[config.mk]
export PLATFORM = sky130hd
export DESIGN_NAME = tof_counter_core
export DESIGN_NICKNAME = d
export VERILOG_FILES = /design/src/verilog/tof_count_pkg.sv /design/src/verilog/ring_coarse_counter.sv /design/src/verilog/tof_counter_core.sv
export SDC_FILE = /design/constraint.sdc
export NUM_CORES = 2
export LEC_CHECK = 0
export CORE_MARGIN = 10
export CORE_UTILIZATION = 25
export CTS_CLUSTER_SIZE = 25
export DETAILED_ROUTE_END_ITERATION = 8
export DONT_BUFFER_PORTS = 1
export PLACE_DENSITY_LB_ADDON = 0.1
export SLEW_MARGIN = 20
export SYNTH_ARGS = -nofsm -noshare
export SYNTH_HDL_FRONTEND = slang
export SYNTH_SLANG_ARGS = --single-unit
export TNS_END_PERCENT = 1
[constraint.sdc]
create_clock -name CLK -period 15.2 [get_ports CLK]
set_input_delay 1.52 -clock CLK [delete_from_list [all_inputs] [get_ports CLK]]
set_output_delay 1.52 -clock CLK [all_outputs]
set_load 0.01 [all_outputs]
[src/verilog/tof_count_pkg.sv]
// constants, field widths, reset values and state codes for the time-of-flight counting core
// assumes one reference clock domain; shared by the channel core and the coarse counter
package tof_count_pkg;

	localparam int CHANNELS = 2;
	localparam int COARSE_W = 16;
	localparam int FINE_W = 24;
	localparam int TAP_W = 6;
	localparam int REF_W = 16;
	localparam int STOPCNT_W = 3;
	localparam int CALP_W = 8;
	localparam int FINE_SLOTS = 6;
	localparam int REF_SLOTS = 5;

	// ring taps per wrap; one coarse step is this many fine steps
	localparam int RING_TAPS = 63;
	localparam logic [STOPCNT_W-1:0] MAX_STOPS = 3'h5;
	localparam logic [STOPCNT_W-1:0] ONE_STOP = 3'h1;
	localparam logic [CALP_W-1:0] SINGLE_CAL_PERIODS = 8'h01;

	// reference clock period, for converting counts to time
	localparam int CLK_PERIOD_NS = 40;

	localparam logic [FINE_W-1:0] RST_FINE = 24'h00_0000;
	localparam logic [REF_W-1:0] RST_REF = 16'h0000;
	localparam logic [COARSE_W-1:0] RST_COARSE = 16'h0000;
	localparam logic [STOPCNT_W-1:0] RST_STOPIDX = 3'h0;
	localparam logic [CALP_W-1:0] RST_CALCNT = 8'h00;

	typedef enum logic [4:0] {
		ST_IDLE       = 5'b0_0001,
		ST_WAIT_START = 5'b0_0010,
		ST_MEASURE    = 5'b0_0100,
		ST_CAL_SINGLE = 5'b0_1000,
		ST_CAL_MULTI  = 5'b1_0000
	} chan_state_e;

endpackage

[src/verilog/ring_coarse_counter.sv]
// coarse counter: counts ring oscillator wraps and forms the fine interval value
// assumes wrap pulses and the tap position are synchronous to the reference clock
`timescale 1ns/1ps
`default_nettype none

module ring_coarse_counter
	import tof_count_pkg::*;
#(
	parameter int CW = COARSE_W,
	parameter int FW = FINE_W,
	parameter int TW = TAP_W
) (
	input wire logic clk,
	input wire logic rst_n,
	input wire logic ce,
	input wire logic run,
	input wire logic clear,
	input wire logic wrap,
	input wire logic [TW-1:0] tap,
	output logic [CW-1:0] coarse,
	output logic [FW-1:0] fine
);

	logic [CW-1:0] coarse_q;
	logic [CW-1:0] coarse_d;

	always_comb begin
		coarse_d = coarse_q;
		if (clear) begin
			coarse_d = RST_COARSE;
		end else if (run && wrap && (coarse_q != {CW{1'b1}})) begin
			coarse_d = coarse_q + CW'(1);
		end
	end

	always_ff @(posedge clk) begin
		if (!rst_n) begin
			coarse_q <= RST_COARSE;
		end else if (ce) begin
			coarse_q <= coarse_d;
		end
	end

	assign coarse = coarse_q;
	// fine value is wraps times taps-per-wrap plus the current tap
	assign fine = FW'(FW'(coarse_q) * FW'(RING_TAPS)) + FW'(tap);

endmodule

`default_nettype wire

[src/verilog/tof_counter_core.sv]
// two-channel time-of-flight counting core: coarse and reference-cycle counters,
// overflow limits and flags, stop-ignore window and two-point calibration.
// assumes START, STOP, ring wrap and tap inputs are synchronous to CLK; CLK is the reference clock.
// Summary of operation
// - both channels share clock, separate logic
// - coarse counter counts ring wraps, fine results
// - reference cycles counted in long-range mode
// - coarse flag when fine/63 reaches limit
// - clock flag when reference count reaches limit
// - overflow terminates measurement immediately
// - reference count starts edge after start
// - long range: stops inside ignore window are dropped
// - enable low holds logic in reset
// - calibrate one period, then programmed periods
// - store both calibration counts
// - calibrate after completion, not after abort
// - up to five stops, end on last
// - wait for start forever, no flag
`timescale 1ns/1ps
`default_nettype none

module tof_counter_core
	import tof_count_pkg::*;
#(
	parameter int NCH = CHANNELS,
	parameter int CW = COARSE_W,
	parameter int FW = FINE_W,
	parameter int TW = TAP_W,
	parameter int RW = REF_W
) (
	input wire logic CLK,
	input wire logic RESETN,
	input wire logic CE,
	input wire logic ENABLE,
	input wire logic [NCH-1:0] MEAS_GO,
	input wire logic [NCH-1:0] LONG_RANGE_MODE,
	input wire logic [NCH-1:0][STOPCNT_W-1:0] STOP_COUNT,
	input wire logic [NCH-1:0][CALP_W-1:0] CALIBRATION_PERIOD_COUNT,
	input wire logic [NCH-1:0][7:0] COARSE_OVERFLOW_LIMIT_H,
	input wire logic [NCH-1:0][7:0] COARSE_OVERFLOW_LIMIT_L,
	input wire logic [NCH-1:0][7:0] REFCYCLE_OVERFLOW_LIMIT_H,
	input wire logic [NCH-1:0][7:0] REFCYCLE_OVERFLOW_LIMIT_L,
	input wire logic [NCH-1:0][7:0] STOP_IGNORE_WINDOW_H,
	input wire logic [NCH-1:0][7:0] STOP_IGNORE_WINDOW_L,
	input wire logic [NCH-1:0] FLAG_CLEAR,
	input wire logic [NCH-1:0] START,
	input wire logic [NCH-1:0] STOP,
	input wire logic [NCH-1:0] RING_WRAP,
	input wire logic [NCH-1:0][TW-1:0] RING_TAP,
	output logic [NCH-1:0][FINE_SLOTS-1:0][FW-1:0] FINE_INTERVAL_RESULT,
	output logic [NCH-1:0][REF_SLOTS-1:0][RW-1:0] REFCYCLE_INTERVAL_RESULT,
	output logic [NCH-1:0][FW-1:0] SINGLE_PERIOD_CAL_RESULT,
	output logic [NCH-1:0][FW-1:0] MULTI_PERIOD_CAL_RESULT,
	output logic [NCH-1:0] COARSE_OVERFLOW_FLAG,
	output logic [NCH-1:0] REFCYCLE_OVERFLOW_FLAG,
	output logic [NCH-1:0] MEAS_BUSY,
	output logic [NCH-1:0] INTERRUPT_REQUEST_PIN_N
);

	logic rst_n;
	assign rst_n = RESETN & ENABLE;

	for (genvar c = 0; c < NCH; c++) begin : g_chan
		chan_state_e st_q;
		chan_state_e st_d;
		logic [STOPCNT_W-1:0] stop_idx_q;
		logic [STOPCNT_W-1:0] stop_idx_d;
		logic [RW-1:0] ref_q;
		logic [RW-1:0] ref_d;
		logic [CALP_W-1:0] cal_cnt_q;
		logic [CALP_W-1:0] cal_cnt_d;
		logic [FW-1:0] fine_q [FINE_SLOTS];
		logic [FW-1:0] fine_d [FINE_SLOTS];
		logic [RW-1:0] ref_res_q [REF_SLOTS];
		logic [RW-1:0] ref_res_d [REF_SLOTS];
		logic [FW-1:0] cal1_q;
		logic [FW-1:0] cal1_d;
		logic [FW-1:0] cal2_q;
		logic [FW-1:0] cal2_d;
		logic cov_q;
		logic cov_d;
		logic rov_q;
		logic rov_d;
		logic irq_n_q;
		logic irq_n_d;
		logic busy_q;
		logic busy_d;
		logic ring_run;
		logic ring_clear;
		logic [CW-1:0] coarse;
		logic [FW-1:0] fine_now;
		logic [CW-1:0] coarse_lim;
		logic [RW-1:0] ref_lim;
		logic [RW-1:0] window;
		logic [STOPCNT_W-1:0] stops_wanted;
		logic [CALP_W-1:0] cal_periods;
		logic long_mode;
		logic stop_ok;
		logic last_stop;
		logic coarse_hit;
		logic ref_hit;

		// limit is high byte times 256 plus low byte
		assign coarse_lim = CW'({COARSE_OVERFLOW_LIMIT_H[c], COARSE_OVERFLOW_LIMIT_L[c]});
		assign ref_lim = RW'({REFCYCLE_OVERFLOW_LIMIT_H[c], REFCYCLE_OVERFLOW_LIMIT_L[c]});
		assign window = RW'({STOP_IGNORE_WINDOW_H[c], STOP_IGNORE_WINDOW_L[c]});
		assign long_mode = LONG_RANGE_MODE[c];

		// zero reads as one stop, above five clamps to five
		assign stops_wanted = (STOP_COUNT[c] == RST_STOPIDX) ? ONE_STOP :
			((STOP_COUNT[c] > MAX_STOPS) ? MAX_STOPS : STOP_COUNT[c]);
		assign cal_periods = (CALIBRATION_PERIOD_COUNT[c] == RST_CALCNT) ? SINGLE_CAL_PERIODS :
			CALIBRATION_PERIOD_COUNT[c];

		// coarse count equals fine result over 63
		assign coarse_hit = (coarse >= coarse_lim);
		// clock count reaches limit in long-range mode
		assign ref_hit = long_mode && (ref_q >= ref_lim);
		// long range: stop ignored while count below window
		assign stop_ok = STOP[c] && (!long_mode || (ref_q >= window));
		assign last_stop = (stop_idx_q + STOPCNT_W'(1)) >= stops_wanted;

		ring_coarse_counter #(
			.CW(CW),
			.FW(FW),
			.TW(TW)
		) u_coarse (
			.clk(CLK),
			.rst_n(rst_n),
			.ce(CE),
			.run(ring_run),
			.clear(ring_clear),
			.wrap(RING_WRAP[c]),
			.tap(RING_TAP[c]),
			.coarse(coarse),
			.fine(fine_now)
		);

		always_comb begin
			st_d = st_q;
			stop_idx_d = stop_idx_q;
			ref_d = ref_q;
			cal_cnt_d = cal_cnt_q;
			cal1_d = cal1_q;
			cal2_d = cal2_q;
			cov_d = cov_q;
			rov_d = rov_q;
			irq_n_d = irq_n_q;
			busy_d = busy_q;
			ring_run = 1'b0;
			ring_clear = 1'b0;
			for (int i = 0; i < FINE_SLOTS; i++) begin
				fine_d[i] = fine_q[i];
			end
			for (int i = 0; i < REF_SLOTS; i++) begin
				ref_res_d[i] = ref_res_q[i];
			end
			// host clear, overridden below by a new overflow
			if (FLAG_CLEAR[c]) begin
				cov_d = 1'b0;
				rov_d = 1'b0;
				irq_n_d = 1'b1;
			end
			case (st_q)
				ST_IDLE: begin
					ring_clear = 1'b1;
					busy_d = 1'b0;
					if (MEAS_GO[c]) begin
						st_d = ST_WAIT_START;
						busy_d = 1'b1;
						irq_n_d = 1'b1;
					end
				end
				ST_WAIT_START: begin
					ring_clear = 1'b1;
					stop_idx_d = RST_STOPIDX;
					ref_d = RST_REF;
					if (START[c]) begin
						st_d = ST_MEASURE;
						// long range: first fine slot holds the start fraction
						if (long_mode) begin
							fine_d[0] = fine_now;
						end
					end
				end
				ST_MEASURE: begin
					// short range runs the ring across the whole interval; long range keeps it off
					ring_run = !long_mode;
					// count from the edge after start
					if (long_mode && (ref_q != {RW{1'b1}})) begin
						ref_d = ref_q + RW'(1);
					end
					if (coarse_hit || ref_hit) begin
						// build on the cleared value so a same-cycle clear of the other flag still lands
						cov_d = cov_d | coarse_hit;
						rov_d = rov_d | ref_hit;
						irq_n_d = 1'b0;
						busy_d = 1'b0;
						st_d = ST_IDLE;
					end else if (stop_ok) begin
						// capture each stop, finish on last
						if (long_mode) begin
							fine_d[stop_idx_q + STOPCNT_W'(1)] = fine_now;
							ref_res_d[stop_idx_q] = ref_q;
						end else begin
							fine_d[stop_idx_q] = fine_now;
						end
						stop_idx_d = stop_idx_q + STOPCNT_W'(1);
						if (last_stop) begin
							st_d = ST_CAL_SINGLE;
							ring_clear = 1'b1;
							cal_cnt_d = RST_CALCNT;
						end
					end
				end
				ST_CAL_SINGLE: begin
					ring_run = 1'b1;
					if (cal_cnt_q + CALP_W'(1) >= SINGLE_CAL_PERIODS) begin
						cal1_d = fine_now;
						ring_clear = 1'b1;
						cal_cnt_d = RST_CALCNT;
						st_d = ST_CAL_MULTI;
					end else begin
						cal_cnt_d = cal_cnt_q + CALP_W'(1);
					end
				end
				ST_CAL_MULTI: begin
					ring_run = 1'b1;
					if (cal_cnt_q + CALP_W'(1) >= cal_periods) begin
						cal2_d = fine_now;
						irq_n_d = 1'b0;
						busy_d = 1'b0;
						st_d = ST_IDLE;
					end else begin
						cal_cnt_d = cal_cnt_q + CALP_W'(1);
					end
				end
				default: begin
					st_d = ST_IDLE;
				end
			endcase
		end

		always_ff @(posedge CLK) begin
			if (!rst_n) begin
				st_q <= ST_IDLE;
				stop_idx_q <= RST_STOPIDX;
				ref_q <= RST_REF;
				cal_cnt_q <= RST_CALCNT;
				cal1_q <= RST_FINE;
				cal2_q <= RST_FINE;
				cov_q <= 1'b0;
				rov_q <= 1'b0;
				irq_n_q <= 1'b1;
				busy_q <= 1'b0;
				for (int i = 0; i < FINE_SLOTS; i++) begin
					fine_q[i] <= RST_FINE;
				end
				for (int i = 0; i < REF_SLOTS; i++) begin
					ref_res_q[i] <= RST_REF;
				end
			end else if (CE) begin
				st_q <= st_d;
				stop_idx_q <= stop_idx_d;
				ref_q <= ref_d;
				cal_cnt_q <= cal_cnt_d;
				cal1_q <= cal1_d;
				cal2_q <= cal2_d;
				cov_q <= cov_d;
				rov_q <= rov_d;
				irq_n_q <= irq_n_d;
				busy_q <= busy_d;
				for (int i = 0; i < FINE_SLOTS; i++) begin
					fine_q[i] <= fine_d[i];
				end
				for (int i = 0; i < REF_SLOTS; i++) begin
					ref_res_q[i] <= ref_res_d[i];
				end
			end
		end

		for (genvar i = 0; i < FINE_SLOTS; i++) begin : g_fine_out
			assign FINE_INTERVAL_RESULT[c][i] = fine_q[i];
		end
		for (genvar i = 0; i < REF_SLOTS; i++) begin : g_ref_out
			assign REFCYCLE_INTERVAL_RESULT[c][i] = ref_res_q[i];
		end
		assign SINGLE_PERIOD_CAL_RESULT[c] = cal1_q;
		assign MULTI_PERIOD_CAL_RESULT[c] = cal2_q;
		assign COARSE_OVERFLOW_FLAG[c] = cov_q;
		assign REFCYCLE_OVERFLOW_FLAG[c] = rov_q;
		assign MEAS_BUSY[c] = busy_q;
		assign INTERRUPT_REQUEST_PIN_N[c] = irq_n_q;
	end

endmodule

`default_nettype wire

# Yosys cells after proc, flatten, opt, wreduce, memory -nomap -nowiden
# Memory sizes are Yosys's and may differ from the RTL's.
# Cells that the tools add are included.
op_classes:
  n_addsub: 10
  n_mul: 2
  n_div: 0
  n_lt_le_gt_ge: 22
  n_eq_ne: 38
  shifts: 0
  n_mux: 156
  bitwise: 31
  n_reduce_logical: 52
op_table:
  columns: ["cell", "count"]
  rows:
  - ["two-way mux 144 bit", 6]
  - ["two-way mux 80 bit", 8]
  - ["bitwise mux 144 bit", 4]
  - ["two-way mux 24 bit", 20]
  - ["demux 24 bit (select 3 bit)", 4]
  - ["two-way mux 16 bit", 18]
  - ["two-way mux 120 bit", 2]
  - ["bitwise mux 80 bit", 2]
  - ["demux 16 bit (select 3 bit)", 2]
  - ["greater-or-equal comparator 16 bit", 6]
  - ["two-way mux 8 bit", 12]
  - ["one-hot mux 24 bit (2 select lines)", 2]
  - ["two-way mux 5 bit", 14]
  - ["adder 16 x 1 -> 16 bit, second input constant", 4]
  - ["inequality test 16 bit, second input constant", 4]
  - ["one-hot mux 16 bit (2 select lines)", 2]
  - ["one-hot mux 5 bit (5 select lines)", 2]
  - ["one-hot mux 8 bit (3 select lines)", 2]
  - ["adder 22 x 6 -> 23 bit", 2]
  - ["multiplier 16 x 6 -> 22 bit, second input constant", 2]
  - ["inequality test 2 bit, second input constant", 20]
  - ["two-way mux 1 bit", 38]
  - ["OR 1 bit", 26]
  - ["two-way mux 3 bit", 8]
  - ["32 further kinds", 101]
totals:
  reg_bits: 200
  latchBits: 0
  mem_bits_rw: 448
  mem_bits_ro: 0
  in_bits: 146
  out_inout_bits: 552
  n_memories: 4
memory_table:
  columns: ["name", "words", "width", "read_ports", "rd_clocked_by_memory_dff", "wr", "line", "text"]
  rows:
  - ["g_chan[0].fine_q", 6, 24, 6, 0, 6, "tof_counter_core.sv:72", "logic [FW-1:0] fine_q [FINE_SLOTS];"]
  - ["g_chan[1].fine_q", 6, 24, 6, 0, 6, "tof_counter_core.sv:72", null]
  - ["g_chan[0].ref_res_q", 5, 16, 5, 0, 5, "tof_counter_core.sv:74", "logic [RW-1:0] ref_res_q [REF_SLOTS];"]
  - ["g_chan[1].ref_res_q", 5, 16, 5, 0, 5, "tof_counter_core.sv:74", null]

# Depth between registers and ports, before layout
logic_depth:
  ltp_word: 12
  mapped_depth: 19
  ltp_nobuf: 17

# Cells and area by module
# Synthesis repeated with hierarchy kept, for this count alone.
hier_totals:
  hier_cells: 4118
  area_unflattened_um2: 38279.2
by_module_without_submodules:
  columns: ["module", "n_inst", "cells_per_inst", "area_per_inst_um2", "seq_area_each_um2"]
  rows:
  - ["tof_counter_core", 1, 3250, 30807.0, 16816.1]
  - ["ring_coarse_counter (g_chan[0].u_coarse)", 1, 430, 3743.6, 320.3]
  - ["ring_coarse_counter (g_chan[1].u_coarse)", 1, 438, 3728.6, 320.3]

# Worst setup path before layout
# OpenSTA, ideal clock, no wires.
synth_timing:
  path_type: "input-to-reg"
  start: "input port REFCYCLE_OVERFLOW_LIMIT_L[7] (netlist name)"
  end: "memory g_chan[0].ref_res_q[0][0] (netlist name) (enable)"
  t_arrival_ps: 13988
  required_ps: 14756
  slack_ps: 768
  path_stages: 10
  path_cell_list: "inv_1 -> ha_1 -> and3_1 -> a221o_1 -> a21oi_1 -> o21ai_0 -> o21ai_1 -> nand3_1 -> o21ai_0 -> o21a_1"
synth_rtl:
  columns: ["item", "line", "text"]
  rows:
  - ["from (decl)", "tof_counter_core.sv:42", "input wire logic [NCH-1:0][7:0] REFCYCLE_OVERFLOW_LIMIT_L,"]
  - ["to (decl)", "tof_counter_core.sv:74", null]

==> flow_summary.rst <==
.. list-table::
   :header-rows: 1

   * - Metric
     - Value
   * - Ratio of cells with drive above 1 in the final layout
     - 7.16%
   * - Clock tree from TritonCTS
     - yes
   * - Cell area after synthesis
     - 0.0376 mm2
   * - Worst reg2reg path endpoint
     - g_chan[1].fine_q[3][20]$_SDFFCE_PN0P_
   * - Multiplexer area fraction after synthesis
     - 0.160%
   * - Final worst slack
     - 9.22 ns
   * - Count of nets left with antenna violations after detail routing
     - 0
   * - Dominant combinational cell family by area after synthesis
     - simple AND/OR/NAND/NOR gates
   * - WP data arrival
     - 6.40 ns
   * - Pin count of the biggest net entering global routing
     - 189
   * - Kind of start point of the critical path
     - register
   * - Depth of the worst hold-timing path
     - 2
   * - Adder-cell share of the synthesized area
     - 13.3%
   * - Clock slew seen by the registers of the worst setup and hold paths
     - 0.06 ns
   * - Cell taking the most area after synthesis
     - sky130_fd_sc_hd__edfxtp_1
   * - Length in cells of the worst reg-to-reg path
     - 17
   * - Worst r2r src
     - g_chan[1].u_coarse.coarse[3]$_SDFFE_PN0P_
   * - Overall die area
     - 0.166 mm2
   * - Sum of internal, switching and leakage power
     - 4.35 mW
   * - Required time reported for the critical path endpoint
     - 15.61 ns
   * - Total vias in the final route
     - 29900
   * - Chip height
     - 408 um
   * - Portion of the post-synthesis area used by sequential elements
     - 46.3%
   * - Placed wire-length estimate
     - 122000 um
   * - Filler cell count
     - 15900
   * - Setup slack, reg-to-reg
     - 9.22 ns
   * - Number of instances resized during post-cts repair
     - 0
   * - Peak supply drop
     - 0.0872 mV
   * - Global-route wire length before repair
     - 235000 um
   * - Max Freq
     - 167 MHz
   * - Layout Area Growth over Synthesis
     - 14.5%
   * - Finished Core Util
     - 28.8%
   * - Synth Area in Compound Gates
     - 14.7%
   * - Number of buffers inserted to repair setup after CTS
     - 0
   * - Sum Neg Setup Slack
     - 0 ns
   * - Actual slew at the worst max-slew pin
     - 1.18 ns
   * - CTS root buffer
     - sky130_fd_sc_hd__clkbuf_16
   * - Unrepaired setup endpoints after global routing
     - false
   * - Clock sinks
     - 644
   * - Final Net Count
     - 4532
   * - Count of state elements after synthesis
     - 644
   * - 1st-iter DRT viols
     - 2340
   * - Synth Warn #
     - 0
   * - Final setup viols
     - 0
   * - Overall fraction of global-route tracks in use
     - 19.2%
   * - Hold WC Path Type
     - register to register
   * - Antenna violations before repair
     - 19
   * - Most numerous cell types in the synthesized netlist
     - 909 x sky130_fd_sc_hd__nand2_1, 536 x sky130_fd_sc_hd__a21oi_1, 448 x sky130_fd_sc_hd__edfxtp_1
   * - Max FO, Critical Path
     - 8
   * - DRT Pass-1 Iters
     - 7
   * - Number of placed instances with taps included
     - 5965
   * - Launch point of the worst hold path
     - g_chan[0].cal_cnt_q[7]$_SDFFE_PN0P_
   * - Hold-fix buffers, CTS
     - 0
   * - Die width
     - 408 um
   * - Most frequent cell after synthesis
     - sky130_fd_sc_hd__nand2_1
   * - Leakage power total
     - 16.6 nW
   * - Final Skew
     - 0.0345 ns
   * - Final Routed Wirelength
     - 167000 um
   * - Number of placement rows
     - 142
   * - Initial core utilization
     - 25.1%
   * - Cell Pwr Density
     - 101 mW/mm2
   * - Routability-driven placement congestion ratio
     - 0.809
   * - Post-synthesis average cell area
     - 9.15 um2
   * - Fraction of the cycle the final worst path needs
     - 39.4%
   * - Setup Slack @ Placement
     - 8.96 ns
   * - DRC Markers
     - 0
   * - Clock H-tree levels
     - 3
   * - Clock latency at the later pin of the worst-skew pair
     - 0.71 ns
   * - Total grt overflow
     - 0
   * - Top-Level Pins
     - 698
   * - Number of flops mapped to enable cells by yosys
     - 448
   * - Crit Path Class
     - register to register
   * - Number of vias per cell after detailed routing
     - 4.88
   * - Hold Fails Final Rpt
     - 0
   * - Vias in the first global route
     - 29000
   * - Routed wirelength normalized by instance count
     - 27.3 um
   * - Max-capacitance violation count
     - 0
   * - Slew headroom
     - 20.9%
   * - Core area
     - 0.150 mm2
   * - CP Capture Type
     - register
   * - Most common flop cell mapped by yosys
     - sky130_fd_sc_hd__edfxtp_1
   * - Simple-gate area share of the yosys netlist
     - 17.8%
   * - Fraction of synthesis flops using an asynchronous set or reset pin
     - 0%
   * - PortBufs
     - 0
   * - WHS Endpoint
     - g_chan[0].cal_cnt_q[7]$_SDFFE_PN0P_
   * - Synth cell types
     - 90
   * - Parity-gate share of the synthesized area counting xor and xnor cells
     - 1.80%
   * - Leading cell types by total area after synthesis
     - sky130_fd_sc_hd__edfxtp_1 36%, sky130_fd_sc_hd__dfxtp_1 10%, sky130_fd_sc_hd__nand2_1 9.1%, sky130_fd_sc_hd__ha_1 8.7%, sky130_fd_sc_hd__a21oi_1 7.1%
   * - Pins over their slew limit
     - 0
   * - Result of the run
     - complete, no violations
   * - Worst-case clock buffer depth
     - 3
   * - Period minus WS final
     - 5.98 ns
   * - Area share of the largest cell type after synthesis
     - 35.8%
   * - Number of standard cells in the final layout excluding fillers
     - 6131
   * - Synthesized instance count
     - 4108
   * - TritonCTS Buffers
     - 87
[layer usage]
metal / GRT usage, % / vias to the layer above / wire (um)
li1: - / 14100 / -
met1: 24.1 / 14700 / 70200
met2: 31.5 / 953 / 78400
met3: 6.54 / 159 / 14700
met4: 4.77 / 16 / 3730
met5: 0 / - / 86
[power by group]
part / leakage (nW) / switching, mW / internal (mW)
registers: 6.55 / 0.111 / 1.95
logic: 8.69 / 0.125 / 0.0396
clock network: 1.40 / 0.886 / 1.24
[critical path: stages (launching register included)]
cell,delay [ns]
sky130_fd_sc_hd__dfxtp_1,0.45
sky130_fd_sc_hd__inv_1,0.20
sky130_fd_sc_hd__fa_1,0.60
sky130_fd_sc_hd__fa_1,0.56
sky130_fd_sc_hd__inv_1,0.04
sky130_fd_sc_hd__ha_1,0.30
sky130_fd_sc_hd__xor2_1,0.16
sky130_fd_sc_hd__fa_1,0.51
sky130_fd_sc_hd__inv_1,0.04
sky130_fd_sc_hd__ha_1,0.34
sky130_fd_sc_hd__o21a_1,0.19
sky130_fd_sc_hd__o21a_1,0.18
sky130_fd_sc_hd__a21oi_1,0.30
sky130_fd_sc_hd__o211ai_1,0.18
sky130_fd_sc_hd__a21oi_1,0.34
sky130_fd_sc_hd__o21ai_0,0.22
sky130_fd_sc_hd__xnor2_1,0.85
sky130_fd_sc_hd__o21ai_0,0.21
[how the worst max path moves through the flow]
stage | startpoint | to | depth (start not counted)
5_1_grt | g_chan[1].u_coarse.coarse[3]$_SDFFE_PN0P_ | g_chan[1].fine_q[2][20]$_SDFFCE_PN0P_ | 17
6_report | g_chan[1].u_coarse.coarse[3]$_SDFFE_PN0P_ | g_chan[1].fine_q[3][20]$_SDFFCE_PN0P_ | 17
3_5_place_dp | COARSE_OVERFLOW_LIMIT_H[11] | g_chan[1].fine_q[2][0]$_SDFFCE_PN0P_ | 12
4_1_cts | g_chan[1].u_coarse.coarse[4]$_SDFFE_PN0P_ | g_chan[1].fine_q[3][20]$_SDFFCE_PN0P_ | 17
3_3_place_gp | REFCYCLE_OVERFLOW_LIMIT_L[7] | g_chan[0].fine_q[3][8]$_SDFFCE_PN0P_ | 12
2_1_floorplan | REFCYCLE_OVERFLOW_LIMIT_L[7] | g_chan[0].ref_res_q[0][0]$_SDFFCE_PN0P_ | 10
[sequential cells by signal (all words and copies together) (netlist names)]
| name | count |
|---|---|
| g_chan.cal2_q | 46 |
| g_chan.cal_cnt_q | 16 |
| g_chan.stop_idx_q | 6 |
| g_chan.ref_res_q | 160 |
| g_chan.u_coarse.coarse | 32 |
| g_chan.cal1_q | 46 |
| g_chan.fine_q | 288 |
| g_chan.rov_q | 2 |
| g_chan.st_q | 10 |
| g_chan.ref_q | 32 |
| g_chan.cov_q | 2 |
| g_chan.irq_n_q | 2 |
| g_chan.busy_q | 2 |
[final cells by class]
type | instances | area, um2 | share of cell area, %
Antenna cell | 6 | 15.0 | 0.0349
Timing Repair Buffer | 86 | 658 | 1.53
Inverter | 323 | 1210 | 2.82
Clock buffer | 119 | 2390 | 5.55
Sequential cell | 644 | 17400 | 40.4
Multi-Input combinational cell | 2896 | 18300 | 42.6
Tap cell | 2016 | 2520 | 5.86
Clock inverter | 41 | 507 | 1.18
[cell families after synthesis]
| family | count (synthesis) |
|---|---|
| flops | 644 |
| other cells | 1 |
| buf+inv | 571 |
| mux | 6 |
| simple gates | 1540 |
| compound gates | 921 |
| xor+xnor | 77 |
| fa+ha+maj | 348 |
[cells in the final DEF (no fill, tap or decap), types with 56 or more instances in the layout]
cell	instances
sky130_fd_sc_hd__nand2_1	907
sky130_fd_sc_hd__a21oi_1	533
sky130_fd_sc_hd__edfxtp_1	448
sky130_fd_sc_hd__inv_1	322
sky130_fd_sc_hd__ha_1	260
sky130_fd_sc_hd__nor2_1	219
sky130_fd_sc_hd__dfxtp_1	196
sky130_fd_sc_hd__nand3_1	141
sky130_fd_sc_hd__o21ai_0	102
sky130_fd_sc_hd__fa_1	88
sky130_fd_sc_hd__clkbuf_16	88
sky130_fd_sc_hd__buf_4	85
sky130_fd_sc_hd__nand4_1	56
[metrics by stage]
stage / hold slack (ns) / instance area (um2)
floorplan: 0.442 / 37600
global placement: 0.455 / 40100
detailed placement: 0.460 / 40100
CTS: 0.470 / 43000
global route: 0.519 / 43000
finish: 0.467 / 43000
(Power assumes the default switching activity.)
